--- config.mk ---
export PLATFORM = sky130hd
export DESIGN_NAME = dfm_output_stage
export DESIGN_NICKNAME = d
export VERILOG_FILES = /design/src/dfm_pkg.sv /design/src/dfm_output_stage.sv
export VERILOG_INCLUDE_DIRS = /design/src
export SDC_FILE = /design/constraint.sdc
export NUM_CORES = 1
export LEC_CHECK = 0
export ABC_AREA = 0
export CORE_ASPECT_RATIO = 0.9
export CORE_MARGIN = 10
export CORE_UTILIZATION = 30
export CTS_CLUSTER_DIAMETER = 50
export CTS_CLUSTER_SIZE = 8
export DETAILED_ROUTE_END_ITERATION = 12
export DONT_BUFFER_PORTS = 1
export PLACE_DENSITY_LB_ADDON = 0.2
export SLEW_MARGIN = 25
export SYNTH_ARGS = -nofsm -noshare
export SYNTH_HDL_FRONTEND = slang
export SYNTH_SLANG_ARGS = --single-unit
--- constraint.sdc ---
create_clock -name pclk -period 4.25 [get_ports pclk]
set_input_delay 0.6375 -clock pclk [delete_from_list [all_inputs] [get_ports pclk]]
set_output_delay 0.6375 -clock pclk [all_outputs]
set_load 0.05 [all_outputs]
--- src/dfm_cfg.svh ---
`ifndef DFM_CFG_SVH
`define DFM_CFG_SVH
// register map
`define DFM_CTRL_OFS 12'h000
`define DFM_STAT_OFS 12'h004
`define DFM_CTRL_RST 2'h0
`define DFM_FMT_LSB 0
`define DFM_STAT_DCS_LOCK 6
`define DFM_STAT_DCS_ON 7
`define DFM_STAT_TWOS 8
// sample coding
`define DFM_MID 14'h2000
`define DFM_MAX 14'h3FFF
`define DFM_MIN 14'h0000
`define DFM_TC_MAX 14'h1FFF
`define DFM_POS_LIM 16'sh1FFF
`define DFM_NEG_LIM 16'shE000
// pipeline depth in sample clocks
`define DFM_LAT 5
// timing
`define DFM_CLK_PERIOD_NS 100
`define DFM_NAP_CYC 7'd100
`define DFM_LOCK_CYC 7'd100
`define DFM_SLEEP_SETTLE_NS 2000000
`define DFM_SLEEP_SETTLE_CYC (`DFM_SLEEP_SETTLE_NS / `DFM_CLK_PERIOD_NS)
`define DFM_CLK_STOP_NS 100000
`define DFM_CLK_STOP_CYC (`DFM_CLK_STOP_NS / `DFM_CLK_PERIOD_NS)
`endif

--- src/dfm_pkg.sv ---
`default_nettype none
package dfm_pkg;
	typedef enum logic [2:0] {
		ps_run = 3'b000,
		ps_nap = 3'b001,
		ps_sleep = 3'b010,
		ps_wake_nap = 3'b011,
		ps_wake_sleep = 3'b100
	} dfm_pwr_type;
	typedef enum logic [1:0] {
		fmt_ob_dcs_off = 2'b00,
		fmt_ob_dcs_on = 2'b01,
		fmt_tc_dcs_on = 2'b10,
		fmt_tc_dcs_off = 2'b11
	} dfm_fmt_type;
endpackage : dfm_pkg
`default_nettype wire

--- src/dfm_output_stage.sv ---
// Functional notes
// - offset binary: zero mid, extremes all ones/zeros
// - two's complement is offset binary, MSB inverted
// - out of range clamps to end code
// - range flag high only when clamped
// - four-level format select decoded
// - one format setting serves both channels
// - output enable high tristates data and flag
// - separate output enable per bus
// - power-down low means normal conversion
// - power-down plus enable high gives sleep
// - nap keeps reference, 100 sample clock recovery
// - nap and sleep tristate word and flag of the bus carrying that channel
// - channel power set by own pins only
// - swap high: A to bus A, B to B
// - swap low: A to bus B, B to A
// - stabilizer relocks after 100 clocks
//
// Our own choices: the APB register port and the register addresses.
`include "dfm_cfg.svh"
`default_nettype none
module dfm_output_stage #(
	parameter int SLEEP_SETTLE_CYC = `DFM_SLEEP_SETTLE_CYC
) (
	input wire logic pclk,
	input wire logic presetn,
	input wire logic [11:0] paddr,
	input wire logic psel,
	input wire logic penable,
	input wire logic pwrite,
	input wire logic [31:0] pwdata,
	output logic [31:0] prdata,
	output logic pready,
	output logic pslverr,
	input wire logic sample_clock_chan_a,
	input wire logic sample_clock_chan_b,
	input wire logic [15:0] conv_result_chan_a,
	input wire logic [15:0] conv_result_chan_b,
	input wire logic output_drive_enable_n_chan_a,
	input wire logic output_drive_enable_n_chan_b,
	input wire logic power_down_select_chan_a,
	input wire logic power_down_select_chan_b,
	input wire logic bus_swap_select,
	output logic [13:0] output_bus_a_word,
	output logic range_exceeded_flag_bus_a,
	output logic output_bus_a_oe_n,
	output logic [13:0] output_bus_b_word,
	output logic range_exceeded_flag_bus_b,
	output logic output_bus_b_oe_n
);
	localparam int NCH = 2;
	localparam int LAT = `DFM_LAT;

	// per-channel pins gathered by index, 0 is A
	logic [NCH-1:0] smp_clk;
	logic [NCH-1:0] oe_n_pin;
	logic [NCH-1:0] pd_pin;
	logic signed [15:0] conv [NCH];
	logic [14:0] chan_word [NCH];
	logic [NCH-1:0] chan_drive;
	logic [NCH-1:0] chan_strobe;
	dfm_pkg::dfm_pwr_type chan_pwr [NCH];
	assign smp_clk = {sample_clock_chan_b, sample_clock_chan_a};
	assign oe_n_pin = {output_drive_enable_n_chan_b,
		output_drive_enable_n_chan_a};
	assign pd_pin = {power_down_select_chan_b, power_down_select_chan_a};
	assign conv[0] = conv_result_chan_a;
	assign conv[1] = conv_result_chan_b;

	// clamp, flag and code one sample: {flag, word}
	function automatic logic [14:0] code_sample(
		input logic signed [15:0] v,
		input logic tc
	);
		logic [13:0] w;
		logic ovr;
		ovr = 1'b0;
		w = v[13:0] ^ `DFM_MID;
		if (v > `DFM_POS_LIM) begin
			w = `DFM_MAX;
			ovr = 1'b1;
		end else if (v < `DFM_NEG_LIM) begin
			w = `DFM_MIN;
			ovr = 1'b1;
		end
		if (tc) begin
			w = w ^ `DFM_MID;
		end
		code_sample = {ovr, w};
	endfunction : code_sample

	// register select: 1 control, 2 status, 0 unmapped
	function automatic logic [1:0] reg_sel(input logic [11:0] a);
		if (a == `DFM_CTRL_OFS) begin
			reg_sel = 2'h1;
		end else if (a == `DFM_STAT_OFS) begin
			reg_sel = 2'h2;
		end else begin
			reg_sel = 2'h0;
		end
	endfunction : reg_sel

	// format decode, shared by both channels
	dfm_pkg::dfm_fmt_type fmt_ff, nxt_fmt;
	logic twos;
	logic dcs_on;
	assign twos = fmt_ff[1];
	assign dcs_on = fmt_ff[1] ^ fmt_ff[0];

	// stabilizer lock tracking on the channel A sample clock
	logic dcs_lock_ff, nxt_dcs_lock;
	logic [6:0] lock_cnt_ff, nxt_lock_cnt;
	logic [9:0] idle_cnt_ff, nxt_idle_cnt;
	always_comb begin
		nxt_dcs_lock = dcs_lock_ff;
		nxt_lock_cnt = lock_cnt_ff;
		nxt_idle_cnt = idle_cnt_ff;
		if (!dcs_on) begin
			nxt_dcs_lock = 1'b0;
			nxt_lock_cnt = 7'h00;
			nxt_idle_cnt = 10'h000;
		end else if (chan_strobe[0]) begin
			nxt_idle_cnt = 10'h000;
			if (!dcs_lock_ff) begin
				if (lock_cnt_ff == `DFM_LOCK_CYC - 7'd1) begin
					nxt_dcs_lock = 1'b1;
				end else begin
					nxt_lock_cnt = lock_cnt_ff + 7'd1;
				end
			end
		end else if (idle_cnt_ff == 10'(`DFM_CLK_STOP_CYC - 1)) begin
			nxt_dcs_lock = 1'b0;
			nxt_lock_cnt = 7'h00;
		end else begin
			nxt_idle_cnt = idle_cnt_ff + 10'd1;
		end
	end
	always_ff @(posedge pclk or negedge presetn) begin
		if (!presetn) begin
			dcs_lock_ff <= 1'b0;
			lock_cnt_ff <= 7'h00;
			idle_cnt_ff <= 10'h000;
		end else begin
			dcs_lock_ff <= nxt_dcs_lock;
			lock_cnt_ff <= nxt_lock_cnt;
			idle_cnt_ff <= nxt_idle_cnt;
		end
	end

	// apb slave: answer in the first access cycle
	logic [31:0] prdata_ff, nxt_prdata;
	logic pready_ff, nxt_pready;
	logic pslverr_ff, nxt_pslverr;
	logic [31:0] status_word;
	assign status_word = {23'h000000, twos, dcs_on, dcs_lock_ff,
		chan_pwr[1], chan_pwr[0]};
	always_comb begin
		nxt_fmt = fmt_ff;
		nxt_prdata = prdata_ff;
		nxt_pready = psel & ~penable;
		nxt_pslverr = 1'b0;
		if (psel && !penable) begin
			nxt_pslverr = (reg_sel(paddr) == 2'h0);
			if (reg_sel(paddr) == 2'h1) begin
				nxt_prdata = {30'h00000000, fmt_ff};
			end else if (reg_sel(paddr) == 2'h2) begin
				nxt_prdata = status_word;
			end else begin
				nxt_prdata = 32'h00000000;
			end
		end
		if (psel && penable && pready_ff && pwrite &&
			reg_sel(paddr) == 2'h1) begin
			nxt_fmt = dfm_pkg::dfm_fmt_type'(pwdata[`DFM_FMT_LSB +: 2]);
		end
	end
	always_ff @(posedge pclk or negedge presetn) begin
		if (!presetn) begin
			fmt_ff <= dfm_pkg::dfm_fmt_type'(`DFM_CTRL_RST);
			prdata_ff <= 32'h00000000;
			pready_ff <= 1'b0;
			pslverr_ff <= 1'b0;
		end else begin
			fmt_ff <= nxt_fmt;
			prdata_ff <= nxt_prdata;
			pready_ff <= nxt_pready;
			pslverr_ff <= nxt_pslverr;
		end
	end
	assign prdata = prdata_ff;
	assign pready = pready_ff;
	assign pslverr = pslverr_ff;

	// per-channel power state and conversion pipeline
	for (genvar c = 0; c < NCH; c++) begin : g_ch
		logic clk_prev_ff;
		dfm_pkg::dfm_pwr_type pwr_ff, nxt_pwr;
		logic [23:0] wake_ff, nxt_wake;
		logic [14:0] pipe_ff [LAT];
		logic [14:0] nxt_pipe [LAT];
		logic conv_on;
		assign chan_strobe[c] = smp_clk[c] & ~clk_prev_ff;
		assign conv_on = pwr_ff != dfm_pkg::ps_nap &&
			pwr_ff != dfm_pkg::ps_sleep;
		assign chan_drive[c] = conv_on;
		assign chan_word[c] = pipe_ff[LAT-1];
		assign chan_pwr[c] = pwr_ff;

		// power state from this channel's own pins only
		always_comb begin
			nxt_pwr = pwr_ff;
			nxt_wake = wake_ff;
			case (pwr_ff)
				dfm_pkg::ps_run: begin
					if (pd_pin[c]) begin
						nxt_pwr = oe_n_pin[c] ? dfm_pkg::ps_sleep
							: dfm_pkg::ps_nap;
					end
				end
				dfm_pkg::ps_nap: begin
					if (!pd_pin[c]) begin
						nxt_pwr = dfm_pkg::ps_wake_nap;
						nxt_wake = {17'h00000, `DFM_NAP_CYC};
					end else if (oe_n_pin[c]) begin
						nxt_pwr = dfm_pkg::ps_sleep;
					end
				end
				dfm_pkg::ps_sleep: begin
					if (!pd_pin[c]) begin
						nxt_pwr = dfm_pkg::ps_wake_sleep;
						nxt_wake = 24'(SLEEP_SETTLE_CYC);
					end
				end
				dfm_pkg::ps_wake_nap, dfm_pkg::ps_wake_sleep: begin
					if (pd_pin[c]) begin
						nxt_pwr = oe_n_pin[c] ? dfm_pkg::ps_sleep
							: dfm_pkg::ps_nap;
					end else if (wake_ff == 24'h000000) begin
						nxt_pwr = dfm_pkg::ps_run;
					end else if (pwr_ff == dfm_pkg::ps_wake_sleep ||
						chan_strobe[c]) begin
						nxt_wake = wake_ff - 24'h000001;
					end
				end
				default: begin
					nxt_pwr = dfm_pkg::ps_run;
				end
			endcase
		end

		// one coded word per sample clock rising edge, except in nap and sleep
		always_comb begin
			for (int i = 0; i < LAT; i++) begin
				nxt_pipe[i] = pipe_ff[i];
			end
			if (chan_strobe[c] && conv_on) begin
				nxt_pipe[0] = code_sample(conv[c], twos);
				for (int i = 1; i < LAT; i++) begin
					nxt_pipe[i] = pipe_ff[i-1];
				end
			end
		end
		always_ff @(posedge pclk or negedge presetn) begin
			if (!presetn) begin
				clk_prev_ff <= 1'b0;
				pwr_ff <= dfm_pkg::ps_run;
				wake_ff <= 24'h000000;
				for (int i = 0; i < LAT; i++) begin
					pipe_ff[i] <= 15'h0000;
				end
			end else begin
				clk_prev_ff <= smp_clk[c];
				pwr_ff <= nxt_pwr;
				wake_ff <= nxt_wake;
				for (int i = 0; i < LAT; i++) begin
					pipe_ff[i] <= nxt_pipe[i];
				end
			end
		end

	end

	// output buses: routing, enable and registered drive
	logic [13:0] bus_word_ff [NCH];
	logic [NCH-1:0] bus_flag_ff;
	logic [NCH-1:0] bus_oe_n_ff;
	for (genvar b = 0; b < NCH; b++) begin : g_bus
		logic [13:0] nxt_word;
		logic nxt_flag;
		logic nxt_oe_n;
		int src;
		assign src = bus_swap_select ? b : NCH - 1 - b;
		always_comb begin
			nxt_oe_n = oe_n_pin[b] | ~chan_drive[src];
			nxt_word = nxt_oe_n ? 14'h0000 : chan_word[src][13:0];
			nxt_flag = ~nxt_oe_n & chan_word[src][14];
		end
		always_ff @(posedge pclk or negedge presetn) begin
			if (!presetn) begin
				bus_word_ff[b] <= 14'h0000;
				bus_flag_ff[b] <= 1'b0;
				bus_oe_n_ff[b] <= 1'b1;
			end else begin
				bus_word_ff[b] <= nxt_word;
				bus_flag_ff[b] <= nxt_flag;
				bus_oe_n_ff[b] <= nxt_oe_n;
			end
		end

	end
	assign output_bus_a_word = bus_word_ff[0];
	assign range_exceeded_flag_bus_a = bus_flag_ff[0];
	assign output_bus_a_oe_n = bus_oe_n_ff[0];
	assign output_bus_b_word = bus_word_ff[1];
	assign range_exceeded_flag_bus_b = bus_flag_ff[1];
	assign output_bus_b_oe_n = bus_oe_n_ff[1];
endmodule : dfm_output_stage
`default_nettype wire

==> results_dict.tcl <==
set metrics [dict create \
    io_buffers 0 \
    h-tree-depth 2 \
    grt_pass1_wl_um 44900 \
    startpoint_type "register" \
    areaGrowthSynthToFinish_pct 14.2 \
    cts_buffer_depth 3 \
    clkPwrFrac_pct 34.1 \
    vias 8351 \
    synth_edf_count 0 \
    n_antenna_cell 0 \
    path_class "reg -> reg" \
    fin_crit_sh_pct 68.7 \
    rsz0062_at_grt "false" \
    cts-root-buf "clkbuf_16" \
    insertion_delay_ps 540 \
    critPathMaxFanout 19 \
    seq_area_frac_synth_pct 54.6 \
    synth_xor_xnor_area_share_pct 0.994 \
    synthSimpleGateAreaFrac_pct 15.5 \
    via_per_inst 4.90 \
    die_y_um 212 \
    dpl_cell_area_um2 12800 \
    grt_overflow_total 0 \
    grt_pass1_vias 8221 \
    drive_gt1_share_pct 17.3 \
    synth_ff_type "dfrtp_1" \
    slew_headroom_pct 32.1 \
    p_leak_nw 6.30 \
    endpoint_kind "register" \
    nNetsFinal 1227 \
    slew_viol_final 0 \
    ant_nets 0 \
    cts_inserted_buffers 42 \
    tns_ps 0 \
    cts_resized 0 \
    drt_iter0_drc 562 \
    seqPwrFrac_pct 44.9 \
    power_density_nw_per_um2 667 \
    async_flop_share_pct 100 \
    ir_drop_uv 294 \
    drc 0 \
    post_cts_buffers 0 \
    setup_viol 0 \
    synthMuxAreaShare_pct 14.1 \
    core_um2 40600 \
    routabilityCongestion 0.792 \
    synth_seq_cells 269 \
    fin_area_um2 14100 \
    grt_max_degree 270 \
    intPower_mw 6.37 \
    p_sw_mw 3.02 \
    synth_top_family_by_area "simple AND/OR/NAND/NOR gates" \
    routedWlPerCell_um 16.2 \
    floorplan.die_area_um2 49600 \
    ioPinCount 154 \
    rows 70 \
    crit_arrival_ps 3330 \
    hpwl_um 17900 \
    clk_pin_slew_ps 50 \
    tritoncts "built" \
    clock_skew_ps 21.3 \
    initial_utilization_pct 30.3 \
    die_w_um 234 \
    syn_avg_cell_area_um2 10.7 \
    worst_hold_slack_ps -187 \
    netlist_area_um2 12300 \
    antenna_found_initial 2 \
    grt_usage_pct 11.1 \
    synth-compound-area-share_pct 10.5 \
    fin_crit_ps 2920 \
    finalWirelength_um 27600 \
    p_comb_share_pct 21.0 \
    tightest_slew_ps 1010 \
    yosysUniqueCellTypes 69 \
    first_pass_iters 5 \
    status "finished with violations" \
    swShare_pct 32.2 \
    synth_adder_area_share_pct 0.406 \
    hp-class "in -> async" \
    drv_cap 0 \
    hold_viol 267 \
    cts_sinks 269 \
    violations "negative hold slack" \
    clock.fmax_mhz 343 \
    yosysWarnings 0 \
    cp.required_ps 4660 \
    syn-instance-count 1148 \
]
## synth_stat cells (all sizes together), types with 10 or more instances
| cell | instances | area (um^2) |
|---|---|---|
| a21oi | 33 | 165 |
| a31oi | 12 | 75.1 |
| nand3 | 24 | 120 |
| nor4 | 12 | 87.6 |
| clkbuf | 58 | 219 |
| or3 | 17 | 106 |
| nor2 | 123 | 462 |
| mux2 | 122 | 1370 |
| or4 | 25 | 195 |
| nor3 | 27 | 135 |
| dfrtp | 267 | 6680 |
| o31ai | 22 | 179 |
| o21ai | 83 | 415 |
| nand2 | 114 | 428 |
| xor2 | 10 | 87.6 |
| buf | 29 | 198 |
| mux2i | 37 | 370 |
| inv | 15 | 56.3 |
## sequential cells by signal, summed over array words and instances (netlist names), 2 cells and up
signal,flops
chan_word,30
fmt_ff,2
g_ch.clk_prev_ff,2
g_ch.pipe_ff,120
g_ch.pwr_ff,6
g_ch.wake_ff,48
idle_cnt_ff,10
lock_cnt_ff,7
output_bus_a_word,14
output_bus_b_word,14
prdata,9
## placed cells by master (no fill, tap or decap), types with 24 or more instances in the layout
| cell type | n |
|---|---|
| o21ai_0 | 82 |
| a21oi_1 | 33 |
| nand3_1 | 24 |
| nand2_1 | 114 |
| mux2i_1 | 37 |
| mux2_2 | 122 |
| nor3_1 | 27 |
| dfrtp_1 | 267 |
| clkbuf_16 | 42 |
| nor2_1 | 123 |
## cell type report
cell class | instances | area (um^2)
inverters | 15 | 56.3
fillers | 4136 | 26600
well taps | 540 | 676
multi-input cells | 799 | 5230
repair buffers | 8 | 85.1
clock inverters | 7 | 131
clock buffers | 67 | 1160
flip-flops and latches | 269 | 6730
## path summary, 6_finish.rpt
kind | from | to | slack, ps | cells after the start
max in group asynchronous | presetn | g_ch[0].pipe_ff[46]$_DFFE_PN0P_ | 3920 | 0
worst min register to register | g_ch[0].pipe_ff[65]$_DFFE_PN0P_ | g_ch[0].pipe_ff[65]$_DFFE_PN0P_ | 480 | 2
worst min-delay path | presetn | g_ch[0].wake_ff[21]$_DFFE_PN0P_ | -190 | 0
worst max-delay path | g_ch[1].wake_ff[3]$_DFFE_PN0P_ | g_ch[1].wake_ff[14]$_DFFE_PN0P_ | 1330 | 5
min in group pclk | sample_clock_chan_a | g_ch[0].clk_prev_ff$_DFF_PN0_ | 120 | 0
worst max register to register | g_ch[1].wake_ff[3]$_DFFE_PN0P_ | g_ch[1].wake_ff[14]$_DFFE_PN0P_ | 1330 | 5
## power by group through the flow
| stage | Combinational [mW] | Clock (mW) | Sequential [mW] |
|---|---|---|---|
| floorplan | 1.74 | 0 | 4.01 |
| global placement | 1.94 | 0 | 4.27 |
| detailed placement | 1.98 | 0 | 4.28 |
| CTS | 1.99 | 3.31 | 4.25 |
| global route | 2.23 | 3.43 | 4.37 |
| finish | 1.97 | 3.20 | 4.22 |
## per-layer routing
layer | vias up | GRT usage (%) | routed length, um
li1 | 4038 | - | -
met1 | 4122 | 14.3 | 12100
met2 | 149 | 17.1 | 12700
met3 | 42 | 3.98 | 2270
met4 | 0 | 3.05 | 500
met5 | - | 0 | 0
## kinds of logic (layout without fill, tap and decap cells)
logic type,count (synthesis),in the layout
AOI/OAI and AO/OA,204,204
xor gates and xnor gates,14,14
adders and majority gates,4,4
buffers and inverters,102,97
DFF,269,269
muxes,159,159
other,1,23
and+or+nand+nor,395,395
## stage by stage
stage | power, mW | hold slack (ps) | util [%] | cells | setup slack (ps)
2_1_floorplan | 5.74 | 342 | - | 1170 | 1920
3_3_place_gp | 6.22 | 361 | 31.4 | 1630 | 1340
3_5_place_dp | 6.26 | 362 | 31.4 | 1630 | 1260
4_1_cts | 9.54 | -214 | 34.6 | 1704 | 1300
5_1_grt | 10.0 | -210 | 34.6 | 1705 | 995
6_report | 9.39 | -187 | 34.6 | 1705 | 1330
## critical path, cell delays in order (launching register included)
cell     delay [ps]
dfrtp_1         390
nor3_1          560
nand3_1         440
o31ai_4         740
a21oi_1         270
a221o_1         390
Power figures use the tool's default switching activity.
